`config.mk`:
```
export PLATFORM = sky130hd
export DESIGN_NAME = mpm_pin_clock_mux
export DESIGN_NICKNAME = d
export VERILOG_FILES = /design/src/verilog/mpm_pkg.sv /design/src/verilog/mpm_pin_clock_mux.sv
export SDC_FILE = /design/constraint.sdc
export NUM_CORES = 1
export LEC_CHECK = 0
export CAP_MARGIN = 40
export CORE_ASPECT_RATIO = 1.5
export CORE_UTILIZATION = 45
export CTS_CLUSTER_SIZE = 28
export DETAILED_ROUTE_END_ITERATION = 16
export DONT_BUFFER_PORTS = 1
export GPL_ROUTABILITY_DRIVEN = 0
export GPL_TIMING_DRIVEN = 1
export PLACE_DENSITY = 0.67
export RECOVER_POWER = 50
export SYNTH_ARGS = -nofsm -noshare
export SYNTH_HDL_FRONTEND = slang
export SYNTH_SLANG_ARGS = --single-unit
```
`constraint.sdc`:
```
create_clock -name core_clk -period 3.3 [get_ports core_clk]
set_clock_uncertainty 0.05 [all_clocks]
set_input_delay 0.33 -clock core_clk [delete_from_list [all_inputs] [get_ports core_clk]]
set_output_delay 0.33 -clock core_clk [all_outputs]
set_load 0.005 [all_outputs]
```
`src/verilog/mpm_pkg.sv`:
```
package mpm_pkg;

    // ------------------------------------------------------------
    // Reference and modulator clock rates
    // ------------------------------------------------------------
    localparam int REF_CLK_KHZ = 4194;
    localparam int MCLK_FAST_KHZ = 2097;
    localparam int MCLK_SLOW_KHZ = 1049;
    // Reference rising edges per modulator half period, rounded
    localparam logic [1:0] FAST_HALF_EDGES =
        2'(((REF_CLK_KHZ + MCLK_FAST_KHZ / 2) / MCLK_FAST_KHZ) / 2);
    localparam logic [1:0] SLOW_HALF_EDGES =
        2'(((REF_CLK_KHZ + MCLK_SLOW_KHZ / 2) / MCLK_SLOW_KHZ) / 2);

    // ------------------------------------------------------------
    // Sampled pin positions
    // ------------------------------------------------------------
    localparam int PIN_COUNT = 5;
    localparam int PIN_SEL = 0;
    localparam int PIN_SYN = 1;
    localparam int PIN_SDA = 2;
    localparam int PIN_SCL = 3;
    localparam int PIN_REF = 4;

    // ------------------------------------------------------------
    // Operating modes and reset values
    // ------------------------------------------------------------
    typedef enum logic {
        MPM_MODE_PERIPH = 1'b0,
        MPM_MODE_STANDALONE = 1'b1
    } mpm_mode_e;

    localparam mpm_mode_e MODE_RESET = MPM_MODE_PERIPH;
    localparam logic [PIN_COUNT-1:0] SYNC_RESET = 5'h00;
    localparam logic [1:0] EDGE_CNT_RESET = 2'h0;
    localparam logic MCLK_RESET = 1'b0;

endpackage

```
`src/verilog/mpm_pin_clock_mux.sv`:
```
`timescale 1ns/100ps
// Operation
// - Modulator clock runs only while divide and range bits are both zero.
// - Speed bit picks modulator clock of reference/2 or reference/4.
// - One modulator clock output, toggled only on reference edges.
// - Four shared pins: select, sync, data and clock, function by mode.
// - Stand-alone mode drives negative power on the sync pin.
// - Stand-alone mode drives tamper on the data pin.
// - Stand-alone mode drives no-load on the clock pin.
// - Stand-alone mode puts total power pulse train on the pulse pin.
// - Peripheral mode enables the serial port for the microcontroller.
// - Reset leaves the block in peripheral mode.
// - Peripheral mode drives watchdog reset on the negative monitor.
// - Peripheral mode drives zero crossing on the positive monitor.
// - Peripheral mode drives programmable energy pulse on the pulse pin.
module mpm_pin_clock_mux (
    // Clock and reset
    input wire logic core_clk,
    input wire logic rst,
    // Configuration bits
    input wire logic standalone_select_bit,
    input wire logic modulator_clock_speed_bit,
    input wire logic reference_divide_bit,
    input wire logic frequency_range_bit,
    // Crystal reference, sampled
    input wire logic reference_clock_pin,
    // Modulator clock and status
    output logic modulator_clock_pin,
    output logic clock_config_error,
    output logic standalone_active,
    // Multi-purpose pins
    input wire logic serial_select_pin,
    input wire logic sync_or_negative_power_pin_in,
    output logic sync_or_negative_power_pin_out,
    output logic sync_or_negative_power_pin_oe,
    input wire logic serial_data_or_tamper_pin_in,
    output logic serial_data_or_tamper_pin_out,
    output logic serial_data_or_tamper_pin_oe,
    input wire logic serial_clock_or_no_load_pin_in,
    output logic serial_clock_or_no_load_pin_out,
    output logic serial_clock_or_no_load_pin_oe,
    // Monitor and pulse pins
    output logic negative_monitor_pin,
    output logic positive_monitor_pin,
    output logic energy_pulse_pin,
    // Stand-alone sources
    input wire logic negative_power,
    input wire logic tamper_detected,
    input wire logic no_load_detected,
    input wire logic total_power_pulse,
    // Peripheral sources
    input wire logic watchdog_reset,
    input wire logic zero_crossing_flag,
    input wire logic programmable_energy_pulse,
    // Serial protocol side
    input wire logic spi_data_out,
    input wire logic spi_data_out_en,
    output logic spi_select,
    output logic spi_sync,
    output logic spi_data_in,
    output logic spi_clock
);
    import mpm_pkg::*;

    // ------------------------------------------------------------
    // State
    // ------------------------------------------------------------
    typedef struct packed {
        mpm_mode_e mode;
        logic [PIN_COUNT-1:0] s0;
        logic [PIN_COUNT-1:0] s1;
        logic [PIN_COUNT-1:0] s2;
        logic [PIN_COUNT-1:0] stable;
        logic [1:0] edge_cnt;
        logic mclk;
        logic cfg_err;
        logic syn_out;
        logic syn_oe;
        logic sda_out;
        logic sda_oe;
        logic scl_out;
        logic scl_oe;
        logic neg_monitor;
        logic pos_monitor;
        logic pulse;
        logic spi_sel;
        logic spi_syn;
        logic spi_sda;
        logic spi_scl;
    } mpm_state_s;

    mpm_state_s state_reg;
    mpm_state_s state_next;
    logic [PIN_COUNT-1:0] pin_vec;
    logic [PIN_COUNT-1:0] agree;
    logic ref_rise;
    logic cfg_ok;
    logic [1:0] half_edges;
    logic periph;

    // Raw pins gathered for the common synchroniser
    assign pin_vec = {reference_clock_pin,
                      serial_clock_or_no_load_pin_in,
                      serial_data_or_tamper_pin_in,
                      sync_or_negative_power_pin_in,
                      serial_select_pin};

    // ------------------------------------------------------------
    // Next state
    // ------------------------------------------------------------
    always_comb begin
        state_next = state_reg;
        // Mode follows the select bit; reset value is peripheral
        state_next.mode = standalone_select_bit ? MPM_MODE_STANDALONE
                                                : MPM_MODE_PERIPH;
        // Three stages; a level counts once stages two and three agree
        state_next.s0 = pin_vec;
        state_next.s1 = state_reg.s0;
        state_next.s2 = state_reg.s1;
        agree = ~(state_reg.s1 ^ state_reg.s2);
        state_next.stable = (agree & state_reg.s2)
                          | (~agree & state_reg.stable);
        ref_rise = state_next.stable[PIN_REF]
                 & ~state_reg.stable[PIN_REF];
        // Nonzero divide or range bits mean the wrong reference rate
        cfg_ok = ~reference_divide_bit & ~frequency_range_bit;
        state_next.cfg_err = ~cfg_ok;
        half_edges = modulator_clock_speed_bit ? FAST_HALF_EDGES
                                               : SLOW_HALF_EDGES;
        // Single shared clock, stepped only on reference edges
        if (!cfg_ok) begin
            state_next.edge_cnt = EDGE_CNT_RESET;
            state_next.mclk = MCLK_RESET;
        end else if (ref_rise) begin
            if (2'(state_reg.edge_cnt + 2'h1) >= half_edges) begin
                state_next.edge_cnt = EDGE_CNT_RESET;
                state_next.mclk = ~state_reg.mclk;
            end else begin
                state_next.edge_cnt = 2'(state_reg.edge_cnt + 2'h1);
            end
        end
        // Pin sources chosen from the current mode
        periph = (state_reg.mode == MPM_MODE_PERIPH);
        if (periph) begin
            // Serial port live; sync and clock are inputs here
            state_next.syn_out = 1'b0;
            state_next.syn_oe = 1'b0;
            state_next.sda_out = spi_data_out;
            state_next.sda_oe = spi_data_out_en;
            state_next.scl_out = 1'b0;
            state_next.scl_oe = 1'b0;
            state_next.neg_monitor = watchdog_reset;
            state_next.pos_monitor = zero_crossing_flag;
            state_next.pulse = programmable_energy_pulse;
            state_next.spi_sel = state_reg.stable[PIN_SEL];
            state_next.spi_syn = state_reg.stable[PIN_SYN];
            state_next.spi_sda = state_reg.stable[PIN_SDA];
            state_next.spi_scl = state_reg.stable[PIN_SCL];
        end else begin
            state_next.syn_out = negative_power;
            state_next.syn_oe = 1'b1;
            state_next.sda_out = tamper_detected;
            state_next.sda_oe = 1'b1;
            state_next.scl_out = no_load_detected;
            state_next.scl_oe = 1'b1;
            // Monitors have no stand-alone role; parked low
            state_next.neg_monitor = 1'b0;
            state_next.pos_monitor = 1'b0;
            state_next.pulse = total_power_pulse;
            // Protocol sees idle lines so stray host activity is ignored
            state_next.spi_sel = 1'b0;
            state_next.spi_syn = 1'b0;
            state_next.spi_sda = 1'b0;
            state_next.spi_scl = 1'b0;
        end
    end

    // ------------------------------------------------------------
    // State register
    // ------------------------------------------------------------
    always_ff @(posedge core_clk) begin
        if (rst) begin
            state_reg <= '0;
            state_reg.mode <= MODE_RESET;
            state_reg.s0 <= SYNC_RESET;
            state_reg.s1 <= SYNC_RESET;
            state_reg.s2 <= SYNC_RESET;
            state_reg.stable <= SYNC_RESET;
            state_reg.edge_cnt <= EDGE_CNT_RESET;
            state_reg.mclk <= MCLK_RESET;
        end else begin
            state_reg <= state_next;
        end
    end

    // Every output straight from the state register
    assign modulator_clock_pin = state_reg.mclk;
    assign clock_config_error = state_reg.cfg_err;
    assign standalone_active = state_reg.mode;
    assign sync_or_negative_power_pin_out = state_reg.syn_out;
    assign sync_or_negative_power_pin_oe = state_reg.syn_oe;
    assign serial_data_or_tamper_pin_out = state_reg.sda_out;
    assign serial_data_or_tamper_pin_oe = state_reg.sda_oe;
    assign serial_clock_or_no_load_pin_out = state_reg.scl_out;
    assign serial_clock_or_no_load_pin_oe = state_reg.scl_oe;
    assign negative_monitor_pin = state_reg.neg_monitor;
    assign positive_monitor_pin = state_reg.pos_monitor;
    assign energy_pulse_pin = state_reg.pulse;
    assign spi_select = state_reg.spi_sel;
    assign spi_sync = state_reg.spi_syn;
    assign spi_data_in = state_reg.spi_sda;
    assign spi_clock = state_reg.spi_scl;
endmodule

```
### After elaboration in Yosys (flattened, before gate mapping)

Cells that the tools add are included.

| storage, ports and cells | value |
|---|---|
| bits in latches | 0 |
| flip-flop bits (word level) | 38 |
| memories kept | 0 |
| ROM bits | 0 |
| input bits | 20 |
| RAM bits | 0 |

| cells by class | value |
|---|---|
| $lt $le $gt $ge | 1 |
| add/sub/neg operators | 1 |
| shift operators | 0 |
| $mul | 0 |
| equality and inequality tests | 0 |
| div/mod/pow operators | 0 |
| reduce and logical (&&, ||, !) cells | 4 |
| mux-type cells | 4 |
| bitwise operators | 14 |

Operator list:

| kind | number |
|---|---|
| $mux W12 | 1 |
| $and A5 B5 Y5 | 2 |
| $not A5 Y5 | 2 |
| $not A1 Y1 | 6 |
| $reduce_or A2 Y1 | 3 |
| $or A5 B5 Y5 | 1 |
| $xor A5 B5 Y5 | 1 |
| $mux W2 | 2 |
| $add A2 B1 Y2 const B | 1 |
| $and A1 B1 Y1 | 2 |
| $ge A2 B2 Y1 | 1 |
| $reduce_and A2 Y1 | 1 |
| $mux W1 | 1 |

### Depth between registers and ports, before layout

| logic depth | value |
|---|---|
| word-level depth | 7 |
| gate-level depth with buffers | 5 |

### Least setup slack after synthesis

No wires, ideal clock.

| timing | value |
|---|---|
| kind | register to register |
| start point | register state_reg[15] in the netlist's numbering |
| end point | register state_reg (netlist bit modulator_clock_pin) |
| slack | 1.921 ns |
| clock period less this slack | 1.379 ns |
| library setup time | 0.070 ns |
| arrival | 1.259 ns |
| buffers on the path | 0 |
| required time | 3.180 ns |
| cell stages (with the launch flop) | 6 |
| cells stage by stage | dfxtp_1 -> xor2_1 -> ha_1 -> a21oi_1 -> or3_1 -> a21oi_1 |

| between the ends | value |
|---|---|
| longest elaborated chain between the ends | 3 |

Ends and longest elaborated chain:

| element | RTL line | RTL |
|---|---|---|
| start: declaration | mpm_pin_clock_mux.sv:92 | `mpm_state_s state_reg;` |
| start signal: assignment | mpm_pin_clock_mux.sv:192 | `state_reg <= state_next;` |
| $add A2 B1 Y2 | mpm_pin_clock_mux.sv:135 | `if (2'(state_reg.edge_cnt + 2'h1) >= half_edges) begin` |
| $ge A2 B2 Y1 | mpm_pin_clock_mux.sv:135 |  |
| $reduce_and A2 Y1 (no line) | - |  |

Every way passes these cells.
A chain may end at the register's enable or synchronous reset.

### Worst setup path after layout

Same ends and word-level chain as after synthesis.

==> qor.csv <==
stage,metric,value,unit
outcome,status,finished with violations,
outcome,failing checks,design-rule violations,
global_routing,GRT overflow,0,
place,placed cell area,1176,µm²
die,# IOs,36,
critical_path,reg2reg start,state_reg[15]$_SDFFE_PP0P_,
die,Initial Util,47.65,%
yosys,yosys warns,0,
finish,Final nets,135,
power_and_ir_drop,PD cells,578.7,nW/µm²
timing,Final Max Slew Viols,0,
timing,final hold vios,0,
critical_path,required time of the worst setup path,3.52,ns
clock_tree,CTS H-tree depth,2,
power_and_ir_drop,Tot Pwr,0.7182,mW
critical_path,CP cell instances,xor2_1 > ha_1 > a21oi_1 > or3_1 > a21oi_1,
timing,worst setup margin,1.816,ns
yosys,Avg Inst Size Synth,10.71,µm²
place,# port buffers,0,
critical_path,CP peak stage delay,0.38,ns
clock_tree,CTS tree,yes,
timing,Tightest Pin Transition,0.8486,ns
drt,Routed Antenna Nets,0,
drt,drt drc,2,
drt,drt pass-1 iters,10,
place,Post-DP HPWL,1056,µm
finish,Final Non-Filler Cells,137,
timing,RSZ-0062 raised after global routing,no,
die,Std-Cell Rows,22,
power_and_ir_drop,Sw Ratio,20.55,%
critical_path,Critical Path Most Common Cell,a21oi_1,
clock_tree,Max Root-Sink Buffers,2,
clock_tree,"Clk Latency, worst-skew pair",0.33,ns
power_and_ir_drop,clock share of power,32.1,%
global_routing,initial antenna violation count,0,
global_routing,first-pass GRT wire length,2711,µm
power_and_ir_drop,VDD IR-drop max,270.7,µV
power_and_ir_drop,leakage power,0.5015,nW
worst_hold_path,Hold Crit Class,primary input to flip-flop,
die,Chip Width,43.59,µm
finish,Antenna Cells,0,
finish,fraction of layout cells with a size suffix above 1,7.080,%
clock_tree,post-CTS setup buffers,0,
die,die area,2806,µm²
critical_path,CP top delay family,flip-flops,
clock_tree,Clock transition at path regs,0.10,ns
yosys,sequential share of the synthesized area,63.45,%
yosys,"flops & latches, synth",37,
run,maxcap violations,0,
power_and_ir_drop,Logic pwr share,2.8,%
timing,Max Freq,0.6736,GHz
power_and_ir_drop,switching pwr,0.1476,mW
timing,Final min period,1.484,ns
timing,Slew headroom,43.24,%
die,core box area,2450,µm²
timing,Fin Setup TNS,0,ns
power_and_ir_drop,Flop pwr share,65.1,%
power_and_ir_drop,Power Internal,0.5706,mW
critical_path,Worst Path Arrival,1.71,ns
drt,Via-to-Cell Ratio,5.080,
global_routing,vias in the first global route,625,
yosys,Yosys cell types,19,
timing,final setup fails,0,
critical_path,Worst Path Max Fanout,6,
critical_path,Startpoint Class,flip-flop,
drt,detailed-route via count,696,
yosys,Syn Nets,131,
clock_tree,Inserted Clock Buffers,5,
timing,fin crit share,44.98,%
critical_path,crit end category,flip-flop,
clock_tree,CTS resizes,0,
critical_path,"slowest stage cell, crit path",dfxtp_1,
worst_hold_path,hold path startpoint,rst,
clock_tree,Clock Sinks,37,
place,pre-CTS setup slack,1.828,ns
critical_path,CP Launch Point,state_reg[15]$_SDFFE_PP0P_,
critical_path,WP buf/inv,0,
global_routing,Total Routing Usage GR,13.81,%
global_routing,pin count of the biggest net entering global routing,26,
clock_tree,Root Driver,clkbuf_4,
drt,DR WL/cell,11.67,µm
yosys,synthesized cell area,1167,µm²
finish,final instance area,1241,µm²
critical_path,"Worst Path Class, Setup",flip-flop to flip-flop,
place,Placed Cells,129,
drt,Initial DRC Count,12,
die,DIE HEIGHT,64.38,µm
yosys,Cells after Synth,109,
drt,Total Routed Length,1599,µm
finish,Syn-to-layout area delta,6.324,%
==> metrics by stage <==
step | util [%] | hold slack (ns)
global route | 50.66 | 0.002147
CTS | 50.66 | 0.01448
floorplan | - | 0.3638
global placement | 48.01 | 0.3483
detailed placement | 48.01 | 0.3533
finish | 50.66 | 0.02859
==> worst paths after layout <==
kind	to	slack (ns)	cells past startpoint
worst max-delay path	modulator_clock_pin$_SDFFE_PP0P_	1.82	5
worst min-delay path	sync_or_negative_power_pin_oe$_SDFF_PP0_	0.03	1
worst max register to register	modulator_clock_pin$_SDFFE_PP0P_	1.82	5
worst min register to register	state_next[25]$_SDFF_PP0_	0.39	1
==> synth_stat cells <==
cell      instances  area [µm²]
nor2_1            8       30.03
nand3b_4          1       20.02
buf_4             1       7.510
dfxtp_1          37       740.7
nor3b_1           1       7.510
nor2b_2           1       8.760
a21oi_1           9       45.04
and2_1            8       50.05
ha_1              2       25.02
or3_1             2       12.51
buf_2             2       10.01
clkbuf_1          1       3.750
nand2b_1          1       6.260
nor2b_1          17       106.4
nand2_1           8       30.03
mux2i_1           2       20.02
o21ai_0           6       30.03
xor2_1            1       8.760
o21ai_1           1       5.000
==> layout make-up <==
class / instances / area, µm²
multi-input combinational: 68 / 405.4
sequential: 37 / 740.7
timing repair buffer: 1 / 10.01
clock buffer: 7 / 55.05
tap: 24 / 30.03
fill: 237 / 1209
==> cells in the final DEF (no fill, tap or decap), drive strengths merged <==
cell type	n
o21ai	7
a21oi	9
nor2	8
dlygate4sd3	1
or3	2
nand2b	1
mux2i	2
nand2	8
and2	8
clkbuf	7
xor2	1
nor2b	18
dfxtp	37
ha	2
nand3b	1
nor3b	1
==> kinds of logic (layout without fill, tap and decap cells) <==
group / count (synthesis) / after routing / synth area share, %
AOI/OAI and AO/OA: 16 / 16 / 6.859
muxes: 2 / 2 / 1.715
and+or+nand+nor: 47 / 47 / 23.26
xor gates and xnor gates: 1 / 1 / 0.7504
adders and majority gates: 2 / 2 / 2.143
DFF: 37 / 37 / 63.45
buffers and inverters: 4 / 8 / 1.822
==> repair_timing <==
item                                    CTS  global route
endpoints found under the setup margin    0             0
endpoints found under the hold margin    25             0
hold buffers                              1             0
==> metal layers <==
metal / track usage (%) / part of all wire (%)
met1: 13.19 / 39
met2: 21.27 / 49
met3: 7.627 / 8.4
met4: 10.55 / 3.2
met5: 0 / 0
==> power by group through the flow <==
stage                     registers (mW)  logic, mW  clock network [mW]
final                              0.467     0.0200               0.231
after global routing               0.470     0.0237               0.267
after CTS                          0.468     0.0208               0.243
after detailed placement           0.478     0.0154                   0
after global placement             0.478     0.0145                   0
after floorplan                    0.476     0.0185                   0
Note: power is estimated with default switching activity, not from simulation.
